==> config.mk <==
export PLATFORM = sky130hd
export DESIGN_NAME = aisr_sequencer
export DESIGN_NICKNAME = d
export VERILOG_FILES = /design/src/aisr_pkg.sv /design/src/aisr_cal_counter.sv /design/src/aisr_sequencer.sv
export SDC_FILE = /design/constraint.sdc
export NUM_CORES = 1
export LEC_CHECK = 0
export ABC_AREA = 1
export BUFFER_PORTS_ARGS = -buffer_cell sky130_fd_sc_hd__buf_2
export CAP_MARGIN = 0
export CORE_UTILIZATION = 50
export CTS_CLUSTER_DIAMETER = 80
export CTS_CLUSTER_SIZE = 25
export DETAILED_ROUTE_END_ITERATION = 10
export PLACE_DENSITY = 0.76
export SYNTH_ARGS = -nofsm -noshare
export SYNTH_HDL_FRONTEND = slang
export SYNTH_HIERARCHICAL = 1
export SYNTH_SLANG_ARGS = --single-unit
export TNS_END_PERCENT = 10
==> constraint.sdc <==
create_clock -name CLOCK_I -period 1.8 [get_ports CLOCK_I]
set_input_delay 0.36 -clock CLOCK_I [delete_from_list [all_inputs] [get_ports CLOCK_I]]
set_output_delay 0.36 -clock CLOCK_I [all_outputs]
set_load 0.05 [all_outputs]
==> src/aisr_pkg.sv <==
// package of constants for the init/reset sequencer
package aisr_pkg;
    // ----------------------------------------
    // register map
    // ----------------------------------------
    localparam logic [7:0] SOFTWARE_RESET_CONTROL_ADDR = 8'h00;
    localparam int         SW_RESET_BIT                = 0;
    localparam logic [7:0] SOFTWARE_RESET_CONTROL_RST  = 8'h00;
    // ----------------------------------------
    // timing
    // ----------------------------------------
    localparam int CAL_CYCLES      = 200000;
    localparam int FUSE_LOAD_CYCLES = 4;
    localparam int CAL_CNT_W       = 18;
    typedef enum logic [1:0] {AISR_IDLE, AISR_FUSE, AISR_CAL, AISR_READY} aisr_state_type;
endpackage : aisr_pkg

==> src/aisr_cal_counter.sv <==
// down counter timing the power-up capacitor calibration
module aisr_cal_counter #(
    parameter int W = 18
) (
    input  wire logic         clk_i,
    input  wire logic         rst_i,
    input  wire logic         load_i,
    input  wire logic [W-1:0] value_i,
    output logic              done_o
);
    logic [W-1:0] count_reg;

    always_ff @(posedge clk_i) begin
        if (rst_i) begin
            count_reg <= '0;
        end else if (load_i) begin
            count_reg <= value_i;
        end else if (count_reg != '0) begin
            count_reg <= count_reg - 1'b1;
        end
    end

    assign done_o = (count_reg == '0) && !load_i;
endmodule : aisr_cal_counter

==> src/aisr_sequencer.sv <==
// reset, fuse load and calibration sequencing of the converter core
// ----------------------------------------
// ----------------------------------------
module aisr_sequencer
    import aisr_pkg::*;
#(
    parameter int CAL_COUNT = CAL_CYCLES
) (
    input  wire logic       CLOCK_I,
    input  wire logic       RESET_I,
    input  wire logic       RESET_PIN_I,
    input  wire logic       REFERENCE_BUFFER_STRAP_I,
    input  wire logic       REG_WRITE_I,
    input  wire logic [7:0] REG_ADDR_I,
    input  wire logic [7:0] REG_WDATA_I,
    output logic [7:0]      REG_RDATA_O,
    output logic            SERIAL_SELECT_ENABLE_READY_O,
    output logic            CALIBRATING_O,
    output logic            REGS_DEFAULT_LOAD_O,
    output logic            REFERENCE_BUFFER_SEL_O
);
    // ----------------------------------------
    // reset sources
    // ----------------------------------------
    aisr_state_type state_reg;
    logic [7:0]     ctrl_reg;
    logic           pin_d_reg;
    logic [2:0]     fuse_cnt_reg;
    logic           cal_load;
    logic           cal_done;
    logic           sw_write;
    logic           pin_release;

    assign sw_write    = REG_WRITE_I && (REG_ADDR_I == SOFTWARE_RESET_CONTROL_ADDR)
                         && REG_WDATA_I[SW_RESET_BIT] && !RESET_PIN_I;
    // pin is taken as synchronous; falling edge ends the hardware reset
    assign pin_release = pin_d_reg && !RESET_PIN_I;

    always_ff @(posedge CLOCK_I) begin
        if (RESET_I) begin
            pin_d_reg <= 1'b0;
        end else begin
            pin_d_reg <= RESET_PIN_I;
        end
    end

    // self-clearing: the bit is visible one cycle, then drops with the reload
    always_ff @(posedge CLOCK_I) begin
        if (RESET_I || RESET_PIN_I) begin
            ctrl_reg <= SOFTWARE_RESET_CONTROL_RST;
        end else if (sw_write) begin
            ctrl_reg <= 8'h01;
        end else begin
            ctrl_reg <= SOFTWARE_RESET_CONTROL_RST;
        end
    end

    // ----------------------------------------
    // sequence
    // ----------------------------------------
    always_ff @(posedge CLOCK_I) begin
        if (RESET_I || RESET_PIN_I) begin
            state_reg <= AISR_IDLE;
        end else begin
            case (state_reg)
                AISR_IDLE: begin
                    if (pin_release) begin
                        state_reg <= AISR_FUSE;
                    end
                end
                AISR_FUSE: begin
                    if (fuse_cnt_reg == 3'(FUSE_LOAD_CYCLES - 1)) begin
                        state_reg <= AISR_CAL;
                    end
                end
                AISR_CAL: begin
                    if (cal_done) begin
                        state_reg <= AISR_READY;
                    end
                end
                AISR_READY: begin
                    if (sw_write) begin
                        state_reg <= AISR_FUSE;
                    end
                end
                default: state_reg <= AISR_IDLE;
            endcase
            if (sw_write && state_reg != AISR_READY && state_reg != AISR_IDLE) begin
                state_reg <= AISR_FUSE;
            end
        end
    end

    always_ff @(posedge CLOCK_I) begin
        if (RESET_I || state_reg != AISR_FUSE || sw_write) begin
            fuse_cnt_reg <= 3'h0;
        end else begin
            fuse_cnt_reg <= fuse_cnt_reg + 3'h1;
        end
    end

    // calibration is counted from reset release, fuse load included
    assign cal_load = pin_release || (sw_write && state_reg != AISR_IDLE);

    aisr_cal_counter #(
        .W (CAL_CNT_W)
    ) i_aisr_cal_counter (
        .clk_i   (CLOCK_I),
        .rst_i   (RESET_I || RESET_PIN_I),
        .load_i  (cal_load),
        .value_i (CAL_CNT_W'(CAL_COUNT - 1)),
        .done_o  (cal_done)
    );

    // ----------------------------------------
    // outputs
    // ----------------------------------------
    always_ff @(posedge CLOCK_I) begin
        if (RESET_I) begin
            REG_RDATA_O                  <= 8'h00;
            SERIAL_SELECT_ENABLE_READY_O <= 1'b0;
            CALIBRATING_O                <= 1'b0;
            REGS_DEFAULT_LOAD_O          <= 1'b0;
            REFERENCE_BUFFER_SEL_O       <= 1'b0;
        end else begin
            REG_RDATA_O                  <= ctrl_reg;
            SERIAL_SELECT_ENABLE_READY_O <= (state_reg == AISR_READY) && !sw_write;
            CALIBRATING_O                <= (state_reg == AISR_CAL);
            REGS_DEFAULT_LOAD_O          <= (state_reg == AISR_FUSE) || RESET_PIN_I;
            // strap is latched at hardware reset release, clocked not async
            if (pin_release) begin
                REFERENCE_BUFFER_SEL_O <= REFERENCE_BUFFER_STRAP_I;
            end
        end
    end

    // ----------------------------------------
    // check helpers
    // ----------------------------------------
    // cycles since the calibration counter was last loaded; saturates so a long
    // idle stretch cannot wrap round and look like a fresh reload
    logic [CAL_CNT_W-1:0] since_load_reg;

    always_ff @(posedge CLOCK_I) begin
        if (RESET_I) begin
            since_load_reg <= '1;
        end else if (cal_load) begin
            since_load_reg <= '0;
        end else if (since_load_reg != '1) begin
            since_load_reg <= since_load_reg + 1'b1;
        end
    end

    // ----------------------------------------
    // checks
    // ----------------------------------------
    a_release_fuse: assert property (@(posedge CLOCK_I) disable iff (RESET_I)
        pin_release |=> state_reg == AISR_FUSE)
        else $error("fuse load not started on reset release");
    a_fuse_to_cal: assert property (@(posedge CLOCK_I) disable iff (RESET_I)
        (state_reg == AISR_FUSE && fuse_cnt_reg == 3'(FUSE_LOAD_CYCLES - 1)
         && !sw_write && !RESET_PIN_I) |=> state_reg == AISR_CAL)
        else $error("calibration did not follow fuse load");
    a_sw_clear: assert property (@(posedge CLOCK_I) disable iff (RESET_I)
        sw_write ##1 !sw_write |=> ctrl_reg == 8'h00)
        else $error("software reset bit not self cleared");
    a_sw_restart: assert property (@(posedge CLOCK_I) disable iff (RESET_I)
        (sw_write && state_reg != AISR_IDLE) |=> state_reg == AISR_FUSE)
        else $error("software reset did not reload defaults");
    a_pin_idle: assert property (@(posedge CLOCK_I) disable iff (RESET_I)
        RESET_PIN_I |=> state_reg == AISR_IDLE && ctrl_reg == 8'h00)
        else $error("hardware reset did not clear state");
    a_ready_out: assert property (@(posedge CLOCK_I) disable iff (RESET_I)
        SERIAL_SELECT_ENABLE_READY_O |-> $past(state_reg) == AISR_READY)
        else $error("ready shown before calibration end");
    a_cal_flag: assert property (@(posedge CLOCK_I) disable iff (RESET_I)
        (state_reg == AISR_CAL && !cal_done && !RESET_PIN_I && !sw_write)
        |=> state_reg == AISR_CAL)
        else $error("calibration left early");
    a_strap_latch: assert property (@(posedge CLOCK_I) disable iff (RESET_I)
        pin_release |=> REFERENCE_BUFFER_SEL_O == $past(REFERENCE_BUFFER_STRAP_I))
        else $error("strap not latched at release");
    a_sw_set: assert property (@(posedge CLOCK_I) disable iff (RESET_I)
        sw_write |=> ctrl_reg[SW_RESET_BIT])
        else $error("software reset bit not set by write");
    a_rdata_echo: assert property (@(posedge CLOCK_I) disable iff (RESET_I)
        ctrl_reg[SW_RESET_BIT] |=> REG_RDATA_O[SW_RESET_BIT])
        else $error("reset bit not shown on read data");
    a_cal_out: assert property (@(posedge CLOCK_I) disable iff (RESET_I)
        (state_reg == AISR_CAL) |=> CALIBRATING_O)
        else $error("calibration flag missing");
    a_dflt_out: assert property (@(posedge CLOCK_I) disable iff (RESET_I)
        (RESET_PIN_I || state_reg == AISR_FUSE) |=> REGS_DEFAULT_LOAD_O)
        else $error("default load flag missing");
    a_idle_hold: assert property (@(posedge CLOCK_I) disable iff (RESET_I)
        (state_reg == AISR_IDLE && !pin_release)
        |=> state_reg == AISR_IDLE)
        else $error("sequence left idle without reset release");
    a_ready_time: assert property (@(posedge CLOCK_I) disable iff (RESET_I)
        $rose(SERIAL_SELECT_ENABLE_READY_O)
        |-> since_load_reg == CAL_CNT_W'(CAL_COUNT + 1))
        else $error("ready not one calibration span after reload");

    c_hw_ready: cover property (@(posedge CLOCK_I) disable iff (RESET_I)
        state_reg == AISR_CAL ##1 state_reg == AISR_READY);
    c_sw_reset: cover property (@(posedge CLOCK_I) disable iff (RESET_I)
        state_reg == AISR_READY && sw_write);
    c_hw_release: cover property (@(posedge CLOCK_I) disable iff (RESET_I) pin_release);
    c_sw_in_cal: cover property (@(posedge CLOCK_I) disable iff (RESET_I)
        state_reg == AISR_CAL && sw_write);
    c_sw_in_fuse: cover property (@(posedge CLOCK_I) disable iff (RESET_I)
        state_reg == AISR_FUSE && sw_write);
endmodule : aisr_sequencer

==> results of run 1 <==
## cells in the final DEF (no fill, tap or decap), types with 2 or more instances in the layout
cell type   instances
nand2_1            78
nor2_1             48
dfxtp_1            29
inv_1              27
conb_1             25
nand3_1            23
buf_4              20
buf_2              18
a21oi_1            10
nor2_2              9
ha_1                6
clkbuf_8            6
inv_2               5
nand2_2             5
o21ai_0             5
nor2_4              3
nand3_2             3
nand3_4             2
and2_1              2
nand2_4             2
nor3_1              2
ha_4                2
clkinvlp_4          2
or2_2               2
xor2_1              2
## final cells by class
class	instances	area (um2)
clock buffer	6	82.6
clock inverter	2	12.5
fill	328	1310
inverter	33	128
multi-input combinational	238	1230
sequential	30	602
tap	48	60.1
timing repair buffer	38	240
## where the power goes
group | switching (mW) | internal, mW | leakage, nW
sequential | 0.166 | 0.834 | 0.245
clock | 0.276 | 0.307 | 0.0472
combinational | 1.68 | 1.06 | 0.894
## worst max-delay path by stage
stage	startpoint	end	slack (ns)	cells past startpoint
2_1_floorplan	RESET_PIN_I	state_reg[0]$_SDFFE_PP0P_	0.06	15
3_3_place_gp	REG_ADDR_I[4]	i_aisr_cal_counter/count_reg[0]$_SDFFE_PP0N_	-0.04	11
3_5_place_dp	REG_ADDR_I[4]	state_reg[0]$_SDFFE_PP0P_	-0.12	15
4_1_cts	state_reg[0]$_SDFFE_PP0P_	i_aisr_cal_counter/count_reg[4]$_SDFFE_PP0N_	0.04	9
5_1_grt	i_aisr_cal_counter/count_reg[0]$_SDFFE_PP0N_	state_reg[0]$_SDFFE_PP0P_	-0.0008	13
6_report	i_aisr_cal_counter/count_reg[1]$_SDFFE_PP0N_	state_reg[0]$_SDFFE_PP0P_	0.15	13
## cell families after synthesis
| group | share of synthesized area |
|---|---|
| and+or+nand+nor | 0.461 |
| DFF | 0.313 |
| buffers and inverters | 0.108 |
| xor gates and xnor gates | 0.00914 |
| AOI/OAI and AO/OA | 0.0522 |
| other | 0.00392 |
| adders and majority gates | 0.0522 |
## layer usage
| layer | GRT usage | vias up | wire [um] |
|---|---|---|---|
| met5 | 0 | - | 0 |
| met4 | 0.0597 | 0 | 37 |
| met3 | 0.0589 | 4 | 191 |
| met2 | 0.379 | 39 | 2020 |
| met1 | 0.235 | 784 | 1680 |
| li1 | - | 978 | - |
## worst max-delay path, cell delays in order (launching register included)
cell     delay, ns
dfxtp_2       0.33
inv_1         0.08
ha_4          0.15
nand3_4       0.11
nor2_8        0.13
nand3_2       0.08
inv_2         0.07
nand3_2       0.06
inv_1         0.08
o22ai_2       0.08
nor2_4        0.15
a21oi_1       0.08
nor2_1        0.10
nor2_1        0.04
## metrics by stage
step | instances | utilization | worst slack (ns) | hold slack (ns)
floorplan | 314 | - | 0.0553 | 0.388
global placement | 385 | 0.603 | -0.0449 | 0.392
detailed placement | 385 | 0.603 | -0.122 | 0.411
CTS | 393 | 0.629 | 0.0375 | 0.318
global route | 395 | 0.644 | -0.000825 | 0.343
finish | 395 | 0.644 | 0.146 | 0.322
## repair_timing
item,4_1_cts,5_1_grt
gates resized for setup,0,10
setup buffers,0,2
endpoints found under the setup margin,0,13
==> flow_metrics.env, run 1 <==
export IMPL_ys_async_sr_fraction=0
export IMPL_gp_congestion=0.838
export IMPL_startpoint_type="flop"
export IMPL_setup_violations_final=0
export IMPL_avgSynthCellArea_um2=6.59
export IMPL_fin_crit_sh=0.919
export IMPL_total_power_mw=4.32
export IMPL_min_period_ns=1.65
export IMPL_setup_tns_ns=0
export IMPL_nets=375
export IMPL_clock_skew_ns=0.00918
export IMPL_htree_levels=2
export IMPL_netlist_area_um2=1920
export IMPL_synth_ff_latch_count=30
export IMPL_insertion_delay_ns=0.29
export IMPL_num_vias=1805
export IMPL_design_area_um2=2360
export IMPL_reg2reg_from="i_aisr_cal_counter/count_reg[1]$_SDFFE_PP0N_"
export IMPL_netlist_top_cells_area="dfxtp_1 31%, nand2_1 15%, nor2_1 9.4%, nand3_1 6.0%, inv_1 5.9%"
export IMPL_synth_most_common_cell="nand2_1"
export IMPL_drc=0
export IMPL_synth_warnings=6
export IMPL_holdPathEnd="REFERENCE_BUFFER_SEL_O$_SDFFE_PP0P_"
export IMPL_worstPathRequired_ns=1.99
export IMPL_cp_end_kind="flop"
export IMPL_r2r_setup_slack_ns=0.15
export IMPL_hold_depth=3
export IMPL_cp_arrival_ns=1.84
export IMPL_grt_pass1_vias=1567
export IMPL_max_cap_viol_count=0
export IMPL_port_buffers=18
export IMPL_status="completed"
export IMPL_wirelength_um=3930
export IMPL_start_util=0.524
export IMPL_clock_sinks=30
export IMPL_yosysTopAreaCellShare=0.313
export IMPL_clock_path_buffers=2
export IMPL_drive_gt1_frac=0.245
export IMPL_num_rows=22
export IMPL_globalRoute_totalOverflow=0
export IMPL_grt_total_usage=0.209
export IMPL_hold_viol=0
export IMPL_die_x_um=63.9
export IMPL_hold_class="in -> reg"
export IMPL_min_delay_start="REFERENCE_BUFFER_STRAP_I"
export IMPL_grt_max_degree=11
export IMPL_synth_edf_count=0
export IMPL_synth_ff_type="dfxtp_1"
export IMPL_cts_buffers=5
export IMPL_viasPerCell=4.57
export IMPL_antenna_found_initial=0
export IMPL_yosysTopAreaCell="dfxtp_1"
export IMPL_r2r_cells=13
export IMPL_hold_buffers=0
export IMPL_fmax_mhz=605
export IMPL_cts_root_buf="clkbuf_8"
export IMPL_yosysSeqAreaShare=0.313
export IMPL_synth_cell_types=31
export IMPL_dieArea_um2=4090
export IMPL_final_antenna_net_count=0
export IMPL_core_area_um2=3660
export IMPL_path_max_fanout=4
export IMPL_drtIter0Drc=77
export IMPL_clk_pin_slew_worst_paths_ns=0.07
export IMPL_p_leak_nw=1.19
export IMPL_wl_per_cell_um=9.94
export IMPL_ir_drop_v=0.000894
export IMPL_syn_inst=291
export IMPL_path_class="reg -> reg"
export IMPL_cts_tree="yes"
export IMPL_largest_register_ffs=18
export IMPL_grt_first_pass_wirelength_um=6550
export IMPL_dpl_instance_area_um2=2210
export IMPL_die_y_um=63.9
export IMPL_firstDrtPassIters=4
export IMPL_hpwl_um=2990
export IMPL_drv_slew=0
export IMPL_n_antenna_cell=0
export IMPL_ios=33
export IMPL_synthTopCellsByCount="78 x nand2_1, 48 x nor2_1, 30 x dfxtp_1, 30 x inv_1, 23 x nand3_1"
export IMPL_power_density_nw_per_um2=1830
export IMPL_r2r_end="state_reg[0]$_SDFFE_PP0P_"
export IMPL_syn_to_final_growth_pct=22.9
Power figures use the tool's default switching activity.
==> run 2: changes to the inputs <==
--- a/config.mk
+++ b/config.mk
@@ -8,11 +8,11 @@
 export ABC_AREA = 1
 export BUFFER_PORTS_ARGS = -buffer_cell sky130_fd_sc_hd__buf_2
 export CAP_MARGIN = 0
-export CORE_UTILIZATION = 50
+export CORE_UTILIZATION = 35
 export CTS_CLUSTER_DIAMETER = 80
 export CTS_CLUSTER_SIZE = 25
 export DETAILED_ROUTE_END_ITERATION = 10
-export PLACE_DENSITY = 0.76
+export PLACE_DENSITY = 0.57
 export SYNTH_ARGS = -nofsm -noshare
 export SYNTH_HDL_FRONTEND = slang
 export SYNTH_HIERARCHICAL = 1
==> flow_metrics.env, run 2 (same netlist as run 1, synthesis figures left out) <==
export IMPL_status="completed"
export IMPL_max_stage_delay_ns=0.33
export IMPL_grt_first_pass_wirelength_um=7090
export IMPL_drv_slew=0
export IMPL_swShare=0.490
export IMPL_p_sw_mw=2.12
export IMPL_holdPathEnd="REFERENCE_BUFFER_SEL_O$_SDFFE_PP0P_"
export IMPL_startpoint_type="flop"
export IMPL_gp_congestion=0.835
export IMPL_post_cts_buffers=0
export IMPL_path_max_fanout=4
export IMPL_largest_register_ffs=18
export IMPL_worstPathRequired_ns=1.98
export IMPL_antenna_found_initial=0
export IMPL_clock_sinks=30
export IMPL_clock_skew_ns=0.00397
export IMPL_grt_pass1_vias=1693
export IMPL_drc=0
export IMPL_grt_total_usage=0.152
export IMPL_hpwl_um=3100
export IMPL_die_y_um=76.0
export IMPL_power_frac_clock=0.130
export IMPL_r2r_setup_slack_ns=0.13
export IMPL_r2r_cells=13
export IMPL_ios=33
export IMPL_clock_path_buffers=2
export IMPL_ir_drop_v=0.000762
export IMPL_hold_buffers=0
export IMPL_cp_cell_sequence="inv_2, ha_4, nand3_4, nor2_8, nand3_2, inv_2, nand3_2, inv_1, o22ai_2, nor2_4, a21oi_1, nor2_1, nor2_1"
export IMPL_die_x_um=76.0
export IMPL_path_class="reg -> reg"
export IMPL_layout_common_cells="78 x nand2_1, 48 x nor2_1, 30 x dfxtp_1, 27 x inv_1, 25 x conb_1"
export IMPL_r2r_end="state_reg[0]$_SDFFE_PP0P_"
export IMPL_syn_to_final_growth_pct=23.2
export IMPL_min_period_ns=1.67
export IMPL_viasPerCell=4.34
export IMPL_final_common_cell="nand2_1"
export IMPL_port_buffers=18
export IMPL_setup_violations_final=0
export IMPL_hold_class="in -> reg"
export IMPL_reg2reg_from="i_aisr_cal_counter/count_reg[0]$_SDFFE_PP0N_"
export IMPL_hold_viol=0
export IMPL_rsz0062_at_grt="yes"
export IMPL_core_area_um2=5200
export IMPL_start_util=0.368
export IMPL_nets=371
export IMPL_min_delay_start="REFERENCE_BUFFER_STRAP_I"
export IMPL_final_core_util=0.454
export IMPL_cts_tree="yes"
export IMPL_p_leak_nw=1.17
export IMPL_num_rows=26
export IMPL_htree_levels=2
export IMPL_final_antenna_net_count=0
export IMPL_insertion_delay_ns=0.28
export IMPL_p_int_mw=2.20
export IMPL_n_antenna_cell=0
export IMPL_globalRoute_totalOverflow=0
export IMPL_power_density_nw_per_um2=1830
export IMPL_seq_power_share=0.228
export IMPL_cts_root_buf="clkbuf_8"
export IMPL_fmax_mhz=597
export IMPL_critPathSlowestCell="dfxtp_1"
export IMPL_cp_top_family="simple AND/OR/NAND/NOR gates"
export IMPL_max_cap_viol_count=0
export IMPL_drive_gt1_frac=0.227
export IMPL_num_vias=1793
export IMPL_firstDrtPassIters=4
export IMPL_cts_buffers=5
export IMPL_fin_crit_sh=0.930
export IMPL_grt_max_degree=14
export IMPL_wirelength_um=3850
export IMPL_path_buf_inv=3
export IMPL_wl_per_cell_um=9.31
export IMPL_cp_arrival_ns=1.85
export IMPL_drtIter0Drc=55
export IMPL_combinationalPowerShare=0.642
export IMPL_total_power_mw=4.31
export IMPL_hold_depth=3
export IMPL_cp_end_kind="flop"
export IMPL_clk_pin_slew_worst_paths_ns=0.06
export IMPL_dieArea_um2=5780
==> run 2: changes by cell type in the layout (fill, tap and decap cells not counted), sizes merged <==
cell and change:
clkbuf +1, buf -4, inv +1, clkinvlp -2
==> run 2: tightest hold or removal path: cells and delay by family <==
kind | cells | cell delay (ns)
buf+inv | 1 | 0.10
compound gates | 1 | 0.05
simple gates | 1 | 0.05
==> run 2: metal layers <==
layer / up-vias / global-route usage / routed length, um
met4: 0 / 0.0577 / 55
met5: - / 0 / 0
li1: 967 / - / -
met2: 33 / 0.276 / 1880
met1: 784 / 0.173 / 1780
met3: 9 / 0.0335 / 131
==> run 2: how the worst max path moves through the flow <==
stage	from	end	slack, ns	cells after the start
final	i_aisr_cal_counter/count_reg[0]$_SDFFE_PP0N_	state_reg[0]$_SDFFE_PP0P_	0.13	13
after global placement	REG_ADDR_I[1]	state_reg[0]$_SDFFE_PP0P_	-0.15	15
after global routing	i_aisr_cal_counter/count_reg[0]$_SDFFE_PP0N_	state_reg[0]$_SDFFE_PP0P_	-0.01	13
after floorplan	RESET_PIN_I	state_reg[0]$_SDFFE_PP0P_	0.06	15
after CTS	i_aisr_cal_counter/count_reg[0]$_SDFFE_PP0N_	state_reg[0]$_SDFFE_PP0P_	0.02	13
after detailed placement	REG_ADDR_I[1]	state_reg[0]$_SDFFE_PP0P_	-0.19	15
==> run 2: power by group through the flow <==
stage | Sequential (mW) | Combinational [mW] | Clock (mW)
2_1_floorplan | 0.973 | 2.19 | 0
3_3_place_gp | 0.998 | 2.68 | 0
3_5_place_dp | 0.998 | 2.72 | 0
4_1_cts | 0.984 | 2.73 | 0.584
5_1_grt | 1.02 | 3.22 | 0.612
6_report | 0.983 | 2.77 | 0.561
==> run 2: final cells by class <==
type / count / area [um2]
Inverter: 33 / 124
Sequential cell: 30 / 601
Clock inverter: 1 / 5.00
Clock buffer: 7 / 86.3
Timing Repair Buffer: 34 / 223
Tap cell: 70 / 87.6
Fill cell: 567 / 2840
Multi-Input combinational cell: 238 / 1230
==> run 2: timing repair <==
action | in CTS | in global routing
pin swaps | 0 | 1
endpoints found under the setup margin | 1 | 8
gates resized for setup | 1 | 8
==> run 2: metrics by stage <==
step                instance area, um2  hold slack [ns]  TNS, ns  instances  worst slack [ns]
CTS                               2330            0.324        0        413            0.0208
detailed placement                2230            0.396    -1.45        405            -0.185
finish                            2360            0.327        0        413             0.126
global route                      2360            0.347  -0.0116        413           -0.0116
floorplan                         2000            0.388        0        314            0.0553
global placement                  2230            0.394   -0.905        405            -0.148
==> run 3: changes to the inputs <==
--- a/config.mk
+++ b/config.mk
@@ -12,7 +12,8 @@
 export CTS_CLUSTER_DIAMETER = 80
 export CTS_CLUSTER_SIZE = 25
 export DETAILED_ROUTE_END_ITERATION = 10
-export PLACE_DENSITY = 0.57
+export PLACE_DENSITY = 0.55
+export SETUP_SLACK_MARGIN = 0.3
 export SYNTH_ARGS = -nofsm -noshare
 export SYNTH_HDL_FRONTEND = slang
 export SYNTH_HIERARCHICAL = 1
==> constraint.sdc (replaced) <==
create_clock -name CLOCK_I -period 1.6 [get_ports CLOCK_I]
set_input_delay 0.32 -clock CLOCK_I [delete_from_list [all_inputs] [get_ports CLOCK_I]]
set_output_delay 0.32 -clock CLOCK_I [all_outputs]
set_load 0.05 [all_outputs]
==> flow_metrics.env, run 3 (same netlist as run 1, synthesis figures left out) <==
export IMPL_fin_crit_sh=0.977
export IMPL_cts_tree="yes"
export IMPL_fmax_mhz=640
export IMPL_path_max_fanout=4
export IMPL_grt_pass1_vias=1714
export IMPL_cp_end_kind="flop"
export IMPL_dieArea_um2=5780
export IMPL_regArea_um2=604
export IMPL_critPathSlowestCell="dfxtp_2"
export IMPL_setup_violations_final=0
export IMPL_clock_sinks=30
export IMPL_final_core_util=0.517
export IMPL_total_power_mw=5.95
export IMPL_antenna_found_initial=0
export IMPL_cp_cell_sequence="inv_2, ha_4, nand3_4, nor2_8, nand3_4, inv_4, nand3_4, inv_4, o22ai_4, nor2_4, a21oi_1, nor2_1, nor2_1"
export IMPL_firstDrtPassIters=4
export IMPL_met1_usage=0.182
export IMPL_n_antenna_cell=0
export IMPL_layout_common_cells="74 x nand2_1, 44 x nor2_1, 29 x buf_4, 27 x dfxtp_1, 25 x conb_1"
export IMPL_viasPerCell=4.22
export IMPL_cpMostUsedCell="nand3_4"
export IMPL_drv_slew=0
export IMPL_nets=389
export IMPL_port_buffers=18
export IMPL_grt_first_pass_wirelength_um=7260
export IMPL_max_cap_viol_count=0
export IMPL_use_met3=0.0359
export IMPL_wl_per_cell_um=9.56
export IMPL_largest_register_ffs=18
export IMPL_hold_viol=0
export IMPL_gp_congestion=0.844
export IMPL_hold_class="in -> reg"
export IMPL_drive_gt1_frac=0.338
export IMPL_startpoint_type="flop"
export IMPL_drc=0
export IMPL_worstPathRequired_ns=1.79
export IMPL_cts_root_buf="clkbuf_8"
export IMPL_final_antenna_net_count=0
export IMPL_grt_use_met2=0.287
export IMPL_grt_total_usage=0.159
export IMPL_start_util=0.368
export IMPL_wirelength_um=4120
export IMPL_final_common_cell="nand2_1"
export IMPL_grt_busiest_layer="met2"
export IMPL_drtIter0Drc=60
export IMPL_num_rows=26
export IMPL_min_period_ns=1.56
export IMPL_rsz0062_at_grt="yes"
export IMPL_cts_buffers=5
export IMPL_die_x_um=76.0
export IMPL_cp_arrival_ns=1.75
export IMPL_max_stage_delay_ns=0.33
export IMPL_fillers=531
export IMPL_p_leak_nw=1.32
export IMPL_ir_drop_v=0.00100
export IMPL_multi_input_area_um2=1360
export IMPL_core_area_um2=5200
export IMPL_insertion_delay_ns=0.29
export IMPL_clk_pin_slew_worst_paths_ns=0.07
export IMPL_grt_max_degree=16
export IMPL_num_vias=1817
export IMPL_hpwl_um=3170
export IMPL_clock_path_buffers=2
export IMPL_ios=33
export IMPL_globalRoute_totalOverflow=0
export IMPL_path_class="reg -> reg"
export IMPL_clock_skew_ns=0.0106
export IMPL_power_density_nw_per_um2=2210
export IMPL_die_y_um=76.0
export IMPL_status="completed"
export IMPL_htree_levels=2
export IMPL_syn_to_final_growth_pct=40.4
[run 3: cell count changes in the layout (fill, tap and decap cells not counted), moves of 3 or more]
cell	change
buf_4	+14
buf_6	+5
dfxtp_1	-3
dfxtp_2	+3
inv_1	-4
nand2_1	-4
nand2_2	+3
nand3_1	-8
nand3_2	+6
nor2_1	-4
nor2_4	+3
[run 3: critical path, delay by kind of cell (launching register included)]
family	cells	cell delay [ns]
AOI/OAI and AO/OA	2	0.15
adders and majority gates	1	0.14
buffers and inverters	3	0.22
DFF	1	0.33
and+or+nand+nor	7	0.63
[run 3: worst paths after layout]
path | endpoint | startpoint | cells after the start | slack, ns
max | state_reg[0]$_SDFFE_PP0P_ | i_aisr_cal_counter/count_reg[0]$_SDFFE_PP0N_ | 13 | 0.04
min | REFERENCE_BUFFER_SEL_O$_SDFFE_PP0P_ | REFERENCE_BUFFER_STRAP_I | 3 | 0.28
max reg2reg | state_reg[0]$_SDFFE_PP0P_ | i_aisr_cal_counter/count_reg[0]$_SDFFE_PP0N_ | 13 | 0.04
min reg2reg | REG_RDATA_O[0]$_SDFF_PP0_ | ctrl_reg[0]$_SDFF_PP0_ | 2 | 0.40
[run 3: repair_timing]
action / CTS / global route
hold buffers: 0 / 0
cloned: 0 / 0
endpoints found under the setup margin: 20 / 20
pin swaps: 3 / 31
resized for setup: 3 / 37
buffers inserted: 3 / 2
[run 3: power breakdown]
| group | leakage [nW] | switching, mW | total [mW] | internal, mW |
|---|---|---|---|---|
| clock | 0.0714 | 0.306 | 0.971 | 0.664 |
| combinational | 1.00 | 2.27 | 3.90 | 1.63 |
| sequential | 0.246 | 0.138 | 1.08 | 0.938 |
[run 3: area by class of cell]
class | count | share of cell area
timing repair buffer | 52 | 0.135
tap | 70 | 0.0325
multi-input combinational | 238 | 0.505
clock buffer | 6 | 0.0307
inverter | 33 | 0.0493
sequential | 30 | 0.225
clock inverter | 2 | 0.0223
[run 3: layer usage]
layer  vias up  share of wire
li1       1006              -
met1       789           0.48
met2        18           0.49
met3         4          0.024
met4         0          0.011
met5         -              0
[run 3: through the flow]
stage                     cells  instance area [um2]  setup TNS, ns  hold WS (ns)  setup WS, ns
final                       431                 2690              0         0.278        0.0376
after global routing        431                 2690         -0.221         0.293        -0.153
after CTS                   429                 2540              0         0.269        0.0149
after detailed placement    418                 2360          -1.29         0.397        -0.153
after global placement      418                 2360          -1.37         0.392        -0.145
after floorplan             314                 2050       -0.00745         0.388      -0.00745
